**src/sap_pkg.sv**
```systemverilog
// shared constants for the step attenuator control block
`default_nettype none
package sap_pkg;
    localparam int unsigned WORD_W = 7;
    localparam logic [6:0] ATTN_MAX = 7'h7F;
    localparam logic [6:0] ATTN_ZERO = 7'h00;
    localparam int unsigned CLK_HZ = 10000000;
    localparam int unsigned PWRUP_MS = 200;
    localparam int unsigned PWRUP_CYC = (CLK_HZ / 1000) * PWRUP_MS;
    localparam int unsigned STAGE_QDB_W = 8;
    // register byte offsets
    localparam logic [3:0] OFS_CTRL = 4'h0;
    localparam logic [3:0] OFS_STATUS = 4'h4;
    localparam logic [3:0] OFS_ATTN = 4'h8;
    localparam logic [3:0] OFS_SHIFT = 4'hC;
    // control register fields
    localparam int unsigned CTRL_SEL_BIT = 0;
    localparam int unsigned CTRL_STROBE_BIT = 1;
    localparam int unsigned CTRL_SRC_BIT = 2;
    localparam int unsigned CTRL_WORD_LSB = 8;
    localparam logic [31:0] CTRL_RESET = 32'h00000000;
    localparam logic [1:0] RESP_OKAY = 2'h0;
    localparam logic [1:0] RESP_SLVERR = 2'h2;
    typedef enum logic [1:0] {SAP_POWERUP, SAP_PARALLEL, SAP_SERIAL} sap_mode_t;
endpackage : sap_pkg
`default_nettype wire

```
**src/sap_sync.sv**
```systemverilog
// two-flop synchroniser bank for pin inputs
`default_nettype none
module sap_sync #(
    parameter int unsigned WIDTH = 1
) (
    input wire logic aclk,
    input wire logic aresetn,
    input wire logic ce,
    input wire logic [WIDTH-1:0] din,
    output logic [WIDTH-1:0] dout
);
    logic [WIDTH-1:0] meta_r;
    initial
    begin
        if (WIDTH < 1) $error("width must be at least one");
    end
    always_ff @(posedge aclk)
    begin
        if (!aresetn)
        begin
            meta_r <= '0;
            dout <= '0;
        end
        else if (ce)
        begin
            meta_r <= din;
            dout <= meta_r;
        end
    end
endmodule : sap_sync
`default_nettype wire

```
**src/sap_weight.sv**
```systemverilog
// attenuation in quarter-dB from the control word
`default_nettype none
module sap_weight
    import sap_pkg::*;
(
    input wire logic [sap_pkg::WORD_W-1:0] word,
    output logic [sap_pkg::STAGE_QDB_W-1:0] qdb
);
    logic [STAGE_QDB_W-1:0] part [WORD_W+1];
    assign part[0] = '0;
    for (genvar i = 0; i < WORD_W; i++)
    begin : g_stage
        assign part[i+1] = part[i] + (word[i] ? STAGE_QDB_W'(1 << i) : '0);
    end
    assign qdb = part[WORD_W];
endmodule : sap_weight
`default_nettype wire

```
**src/sap_top.sv**
```systemverilog
// parallel and serial control of a seven-bit step attenuator
//
// The address map and the AXI4-Lite register port are this design's own decisions.
`default_nettype none
module sap_top
    import sap_pkg::*;
#(
    parameter int unsigned PWRUP_CYCLES = sap_pkg::PWRUP_CYC
) (
    input wire logic aclk,
    input wire logic aresetn,
    input wire logic ce,
    input wire logic [sap_pkg::WORD_W-1:0] weighted_control_bits,
    input wire logic latch_strobe,
    input wire logic serial_select,
    input wire logic serial_clock,
    input wire logic serial_bit_input,
    output logic [sap_pkg::WORD_W-1:0] attn_word,
    output logic [sap_pkg::STAGE_QDB_W-1:0] attn_qdb,
    output logic powerup_done,
    input wire logic [3:0] s_axi_awaddr,
    input wire logic s_axi_awvalid,
    output logic s_axi_awready,
    input wire logic [31:0] s_axi_wdata,
    input wire logic [3:0] s_axi_wstrb,
    input wire logic s_axi_wvalid,
    output logic s_axi_wready,
    output logic [1:0] s_axi_bresp,
    output logic s_axi_bvalid,
    input wire logic s_axi_bready,
    input wire logic [3:0] s_axi_araddr,
    input wire logic s_axi_arvalid,
    output logic s_axi_arready,
    output logic [31:0] s_axi_rdata,
    output logic [1:0] s_axi_rresp,
    output logic s_axi_rvalid,
    input wire logic s_axi_rready
);
    initial
    begin
        if (PWRUP_CYCLES < 1) $error("power-up count must be at least one");
        if (CTRL_WORD_LSB + WORD_W > 32) $error("control word field overruns the register");
        if (STAGE_QDB_W <= WORD_W) $error("quarter-dB output too narrow for full range");
    end

    ////////////////////////////////////////////////////////////////////////////
    // pin synchronisers
    logic [WORD_W+3:0] pin_raw;
    logic [WORD_W+3:0] pin_s;
    assign pin_raw = {serial_bit_input, serial_clock, serial_select, latch_strobe,
                      weighted_control_bits};
    // serial clock passes the same flops, so its edge is seen late but clean
    sap_sync #(.WIDTH(WORD_W + 4)) u_sync (
        .aclk(aclk),
        .aresetn(aresetn),
        .ce(ce),
        .din(pin_raw),
        .dout(pin_s)
    );

    ////////////////////////////////////////////////////////////////////////////
    // software control register
    logic [31:0] ctrl_r;
    logic sw_src;
    assign sw_src = ctrl_r[CTRL_SRC_BIT];
    // software may override the word, strobe and select pins (not the serial clock or data), useful where no controller is wired
    wire logic [WORD_W-1:0] par_bits = sw_src ? ctrl_r[CTRL_WORD_LSB +: WORD_W]
                                              : pin_s[WORD_W-1:0];
    wire logic strobe = sw_src ? ctrl_r[CTRL_STROBE_BIT] : pin_s[WORD_W];
    wire logic sel_serial = sw_src ? ctrl_r[CTRL_SEL_BIT] : pin_s[WORD_W+1];
    wire logic sclk = pin_s[WORD_W+2];
    wire logic sdat = pin_s[WORD_W+3];

    ////////////////////////////////////////////////////////////////////////////
    // power-up timer and mode
    localparam int unsigned CNT_W = $clog2(PWRUP_CYCLES + 1);
    logic [CNT_W-1:0] pwr_cnt_r;
    sap_mode_t mode_r;
    sap_mode_t mode_nxt;
    logic sclk_d_r;
    logic [WORD_W-1:0] shift_r;
    logic [WORD_W-1:0] shift_nxt;
    logic [WORD_W-1:0] attn_nxt;
    wire logic pwr_end = (pwr_cnt_r == CNT_W'(PWRUP_CYCLES - 1));
    wire logic sclk_rise = sclk & ~sclk_d_r;

    // pins are not obeyed until the wait ends; the switches sit at maximum
    // select picks the mode
    assign mode_nxt = (mode_r == SAP_POWERUP && !pwr_end) ? SAP_POWERUP :
                      (sel_serial ? SAP_SERIAL : SAP_PARALLEL);

    // serial pins unused in parallel mode
    assign shift_nxt = (mode_r == SAP_SERIAL && !strobe && sclk_rise) ?
                       {shift_r[WORD_W-2:0], sdat} : shift_r;

    always_comb
    begin
        attn_nxt = attn_word;
        case (mode_r)
            SAP_POWERUP:
            begin
                if (pwr_end && strobe)
                    attn_nxt = par_bits;
                else
                    attn_nxt = ATTN_MAX;
            end
            SAP_PARALLEL:
            begin
                if (strobe)
                    attn_nxt = par_bits;
            end
            SAP_SERIAL:
            begin
                if (strobe)
                    attn_nxt = shift_r;
            end
            default:
            begin
                attn_nxt = ATTN_MAX;
            end
        endcase
    end

    always_ff @(posedge aclk)
    begin
        if (!aresetn)
        begin
            pwr_cnt_r <= '0;
            mode_r <= SAP_POWERUP;
            sclk_d_r <= 1'b0;
            shift_r <= ATTN_ZERO;
            attn_word <= ATTN_MAX;
            powerup_done <= 1'b0;
        end
        else if (ce)
        begin
            if (mode_r == SAP_POWERUP)
                pwr_cnt_r <= pwr_cnt_r + CNT_W'(1);
            mode_r <= mode_nxt;
            sclk_d_r <= sclk;
            shift_r <= shift_nxt;
            attn_word <= attn_nxt;
            powerup_done <= (mode_nxt != SAP_POWERUP);
        end
    end

    logic [STAGE_QDB_W-1:0] qdb_w;
    // fed from the next word so qdb and word change on the same edge
    sap_weight u_weight (
        .word(attn_nxt),
        .qdb(qdb_w)
    );
    always_ff @(posedge aclk)
    begin
        if (!aresetn)
            attn_qdb <= STAGE_QDB_W'(127);
        else if (ce)
            attn_qdb <= qdb_w;
    end

    ////////////////////////////////////////////////////////////////////////////
    // axi4-lite slave; write address and data may come in either order
    logic aw_got_r;
    logic w_got_r;
    logic [3:0] awaddr_r;
    logic [31:0] wdata_r;
    logic [3:0] wstrb_r;
    wire logic aw_hs = s_axi_awvalid & s_axi_awready;
    wire logic w_hs = s_axi_wvalid & s_axi_wready;
    wire logic aw_have = aw_got_r | aw_hs;
    wire logic w_have = w_got_r | w_hs;
    wire logic [3:0] wr_addr = aw_hs ? s_axi_awaddr : awaddr_r;
    wire logic [31:0] wr_data = w_hs ? s_axi_wdata : wdata_r;
    wire logic [3:0] wr_strb = w_hs ? s_axi_wstrb : wstrb_r;
    wire logic wr_fire = aw_have & w_have & ~s_axi_bvalid;
    wire logic wr_ctrl = wr_fire & (wr_addr == OFS_CTRL);
    // other mapped offsets answer okay and keep nothing
    wire logic wr_ok = (wr_addr == OFS_CTRL) | (wr_addr == OFS_STATUS) |
                       (wr_addr == OFS_ATTN) | (wr_addr == OFS_SHIFT);
    logic [31:0] ctrl_nxt;
    always_comb
    begin
        ctrl_nxt = ctrl_r;
        for (int b = 0; b < 4; b++)
            if (wr_ctrl && wr_strb[b])
                ctrl_nxt[8*b +: 8] = wr_data[8*b +: 8];
        // reserved bits always read back as zero
        ctrl_nxt[31:CTRL_WORD_LSB+WORD_W] = '0;
        ctrl_nxt[CTRL_WORD_LSB-1:CTRL_SRC_BIT+1] = '0;
    end

    always_ff @(posedge aclk)
    begin
        if (!aresetn)
        begin
            aw_got_r <= 1'b0;
            w_got_r <= 1'b0;
            awaddr_r <= 4'h0;
            wdata_r <= 32'h00000000;
            wstrb_r <= 4'h0;
            ctrl_r <= CTRL_RESET;
            s_axi_awready <= 1'b0;
            s_axi_wready <= 1'b0;
            s_axi_bvalid <= 1'b0;
            s_axi_bresp <= RESP_OKAY;
        end
        else if (ce)
        begin
            if (aw_hs)
                awaddr_r <= s_axi_awaddr;
            if (w_hs)
            begin
                wdata_r <= s_axi_wdata;
                wstrb_r <= s_axi_wstrb;
            end
            aw_got_r <= aw_have & ~wr_fire;
            w_got_r <= w_have & ~wr_fire;
            // readies pulse for one cycle, so a held valid is taken only once
            s_axi_awready <= ~aw_have & ~s_axi_bvalid & ~s_axi_awready;
            s_axi_wready <= ~w_have & ~s_axi_bvalid & ~s_axi_wready;
            ctrl_r <= ctrl_nxt;
            if (wr_fire)
            begin
                s_axi_bvalid <= 1'b1;
                s_axi_bresp <= wr_ok ? RESP_OKAY : RESP_SLVERR;
            end
            else if (s_axi_bready)
                s_axi_bvalid <= 1'b0;
        end
    end

    // status shows the live mode so software can poll the power-up end
    wire logic ar_hs = s_axi_arvalid & s_axi_arready;
    wire logic [31:0] status_word = {27'h0000000, sel_serial, strobe, mode_r, powerup_done};
    // unmapped offsets read as zero with an error response
    logic [31:0] rd_mux;
    logic rd_ok;
    always_comb
    begin
        rd_ok = 1'b1;
        case (s_axi_araddr)
            OFS_CTRL: rd_mux = ctrl_r;
            OFS_STATUS: rd_mux = status_word;
            OFS_ATTN: rd_mux = {17'h00000, attn_qdb, attn_word};
            OFS_SHIFT: rd_mux = {25'h0000000, shift_r};
            default:
            begin
                rd_mux = 32'h00000000;
                rd_ok = 1'b0;
            end
        endcase
    end

    always_ff @(posedge aclk)
    begin
        if (!aresetn)
        begin
            s_axi_arready <= 1'b0;
            s_axi_rvalid <= 1'b0;
            s_axi_rdata <= 32'h00000000;
            s_axi_rresp <= RESP_OKAY;
        end
        else if (ce)
        begin
            // one read in flight: arready stays low while the answer waits
            s_axi_arready <= ~s_axi_rvalid & ~s_axi_arready & ~s_axi_arvalid ? 1'b0 :
                             ~s_axi_rvalid & ~s_axi_arready;
            if (ar_hs)
            begin
                s_axi_rvalid <= 1'b1;
                s_axi_rdata <= rd_mux;
                s_axi_rresp <= rd_ok ? RESP_OKAY : RESP_SLVERR;
            end
            else if (s_axi_rready)
                s_axi_rvalid <= 1'b0;
        end
    end
endmodule : sap_top
`default_nettype wire

```
**config.mk**
```make
export PLATFORM = sky130hd
export DESIGN_NAME = sap_top
export DESIGN_NICKNAME = d
export VERILOG_FILES = /design/src/sap_pkg.sv /design/src/sap_sync.sv /design/src/sap_weight.sv /design/src/sap_top.sv
export SDC_FILE = /design/constraint.sdc
export NUM_CORES = 1
export LEC_CHECK = 0
export BUFFER_PORTS_ARGS = -buffer_cell sky130_fd_sc_hd__buf_2
export CORE_AREA = 2 2 113 115
export CTS_BUF_LIST = sky130_fd_sc_hd__clkbuf_8
export DETAILED_ROUTE_END_ITERATION = 8
export DIE_AREA = 0 0 115 117
export GPL_ROUTABILITY_DRIVEN = 0
export PLACE_DENSITY = 0.65
export SLEW_MARGIN = 10
export SYNTH_ARGS = -nofsm -noshare
export SYNTH_HDL_FRONTEND = slang
export SYNTH_SLANG_ARGS = --single-unit
```
**constraint.sdc**
```tcl
create_clock -name aclk -period 1.69 [get_ports aclk]
set_input_delay 0.0845 -clock aclk [delete_from_list [all_inputs] [get_ports aclk]]
set_output_delay 0.0845 -clock aclk [all_outputs]
set_load 0.03 [all_outputs]
```
==> qor.yml <==
synth:
  synth_ff_type: "dfxtp_1"
  synth_cells: 572
  synth.area.top_cells: "dfxtp_1 42%, mux2i_1 8.0%, nor2_1 4.7%"
  syn-cell-area_sq_mm: 0.00524
  yosysTopAreaCell: "dfxtp_1"
  async_reset_ff_share_pct: 0
  synth.top_cell.area_share_pct: 42.4
  ys_seq_elements: 111
  yosysWarnings: 0
  ys_seq_area_share_pct: 42.4
  syn_area_per_cell_sq_um: 9.15
  synth_edf_count: 0
  synth.distinct_cells: 58
min_path:
  hold_path.class: "primary input to flip-flop"
  worst_hold_path.num_cells: 4
  hp-start: "s_axi_rready"
  min_to: "s_axi_rvalid"
cts:
  clk_latency_ns: 0.40
  cts_tree: "yes"
  root_buffer: "clkbuf_8"
  cts-htree-levels: 3
  numCtsBuffers: 9
  cts_sinks: 111
  clock_path_buffers: 2
  clkTransAtPathRegs_ns: 0.10
global_routing:
  grt_pass1_wl_um: 20200
  grt_usage_pct: 19.0
  grt_max_degree: 88
  grt_pass1_vias: 4190
  globalRouteOverflowTotal: 0
  antenna_found_initial: 0
route:
  drc: 0
  vias_per_cell: 5.40
  drt_pass1_iterations: 5
  final_antenna_net_count: 0
  post_drt_wl_per_cell_um: 15.1
  drtIter0Drc: 220
  vias: 4502
  routed_wl_um: 12500
sta:
  drv_slew: 0
  worst_slack_ns: 0.0525
  tightestPinTransition_ns: 0.506
  period_needed_ns: 1.64
  setup_viol_count_final: 0
  setup_tns_ns: 0
  relSlewSlack_pct: 66.0
  period_share_pct: 96.9
  finalHoldViolations: 0
  finClkSkew_ns: 0.00571
  fin_hold_ws_ns: 0.0186
  fmax_mhz: 611
setup_path:
  worstSetupStartpointType: "flip-flop"
  crit_fanout: 4
  critPathCaptureType: "flip-flop"
  r2r_end: "attn_qdb[6]"
  path_class: "flip-flop to flip-flop"
  reg2reg_slack_ns: 0.05
  cp.arrival_ns: 1.93
  worst_ep_required_time_ns: 1.98
  r2r-start: "ctrl_r[2]"
  reg2reg_depth: 3
power:
  p_leak_nw: 2.58
  vdd_drop_max_mv: 0.400
  p_per_area_mw_per_mm2: 790
placement:
  place_ws_ns: -0.0403
  dpl.hpwl_um: 8820
  port_buffers: 75
  dpl-instance-area_sq_mm: 0.00582
die:
  fp.dieH_um: 117
  start_util_pct: 42.5
  rows: 41
  io_pins: 120
  design.die.area_sq_mm: 0.0135
  core-area_sq_mm: 0.0123
  die-width_um: 115
layout:
  design_area_sq_mm: 0.00642
  drive_above_1_share_pct: 28.4
  final_common_cell: "dfxtp_1"
  final_cell_mix: "103 x dfxtp_1, 76 x buf_2, 64 x nor2_1, 44 x nand2_1, 41 x mux2i_1"
  area_growth_pct: 22.6
  diodes: 0
  nets: 742
run_status:
  outcome: "finished clean"
flow_run:
  drv_cap: 0
==> sequential cells by signal (all words and copies together) (netlist names), 2 cells and up <==
name           cells
pwr_cnt_r         21
attn_word          6
s_axi_rdata       15
ctrl_r            10
mode_r             2
u_sync.dout       11
awaddr_r           4
u_sync.meta_r     11
shift_r            7
wstrb_r            2
wdata_r           10
==> routing by layer <==
metal / GRT usage, % / vias up / wire (um)
li1: - / 2236 / -
met1: 23.7 / 2121 / 5540
met2: 31.9 / 119 / 6130
met3: 4.12 / 26 / 585
met4: 8.43 / 0 / 290
met5: 0 / - / 0
==> worst max-delay path by stage <==
stage                 startpoint  slack [ns]             to  cells past startpoint
floorplan              ctrl_r[2]       0.003     shift_r[0]                      5
global placement    pwr_cnt_r[0]        0.04    attn_qdb[6]                      5
detailed placement     ctrl_r[2]       -0.04   attn_word[1]                      4
CTS                 pwr_cnt_r[0]       0.007  pwr_cnt_r[20]                      6
global route        pwr_cnt_r[0]      -0.009  pwr_cnt_r[18]                      6
finish                 ctrl_r[2]        0.05    attn_qdb[6]                      3
==> per-stage QoR <==
step	util (%)	power (mW)	instances
floorplan	-	3.21	591
global placement	47.2	3.32	785
detailed placement	47.2	3.33	785
CTS	51.2	5.11	829
global route	52.1	5.29	833
finish	52.1	5.07	833
==> Yosys cell counts, types with 3 or more instances <==
cell / count
or3_1: 8
o221a_2: 10
mux2i_1: 42
dfxtp_1: 111
mux2_2: 15
buf_2: 13
and3_1: 4
xnor2_1: 3
a32oi_1: 5
clkbuf_1: 23
buf_4: 27
a22oi_1: 11
nand4_1: 7
o31ai_1: 3
xor2_1: 6
and4_1: 3
a221oi_1: 6
inv_1: 14
nand3b_1: 5
o21ai_0: 15
nor2_1: 65
nand3_1: 25
nor3_1: 6
nor3b_1: 11
mux4_2: 3
o41ai_1: 6
a21oi_1: 31
or4_1: 4
nand2_1: 44
a31oi_1: 13
==> critical path, stage by stage (launching register included) <==
cell and delay (ns):
dfxtp_4 0.38, mux2_2 0.34, or4_1 0.52, a221o_1 0.29
==> area by class of cell <==
| cell class | instances | area, sq um |
|---|---|---|
| Fill cell | 1130 | 5890 |
| Clock inverter | 7 | 87.6 |
| Inverter | 15 | 56.3 |
| Tap cell | 150 | 188 |
| Multi-Input combinational cell | 400 | 2760 |
| Timing Repair Buffer | 141 | 967 |
| Sequential cell | 111 | 2240 |
| Clock buffer | 9 | 124 |
==> timing repair <==
action,4_1_cts,5_1_grt
resized for setup,1,25
setup buffers,0,3
cloned,0,1
setup endpoints to repair,5,31
hold buffers,28,0
pin swaps,0,10
hold endpoints to repair,28,0
==> kinds of logic after synthesis <==
group	count (synthesis)	share of synthesized area [%]
AO/OA/AOI/OAI	112	15.0
XOR/XNOR	9	1.51
adder cells (fa/ha/maj)	1	0.239
buffers and inverters	80	8.01
flip-flops	111	42.4
multiplexers	61	12.8
other	1	0.0716
AND/OR/NAND/NOR	197	19.9
==> power breakdown <==
part | leakage (nW) | switching [mW] | total, mW | internal (mW)
Combinational | 1.56 | 0.350 | 0.598 | 0.248
Sequential | 0.905 | 0.0562 | 2.73 | 2.67
Clock | 0.115 | 0.916 | 1.74 | 0.828
Note: power is estimated with default switching activity, not from simulation.
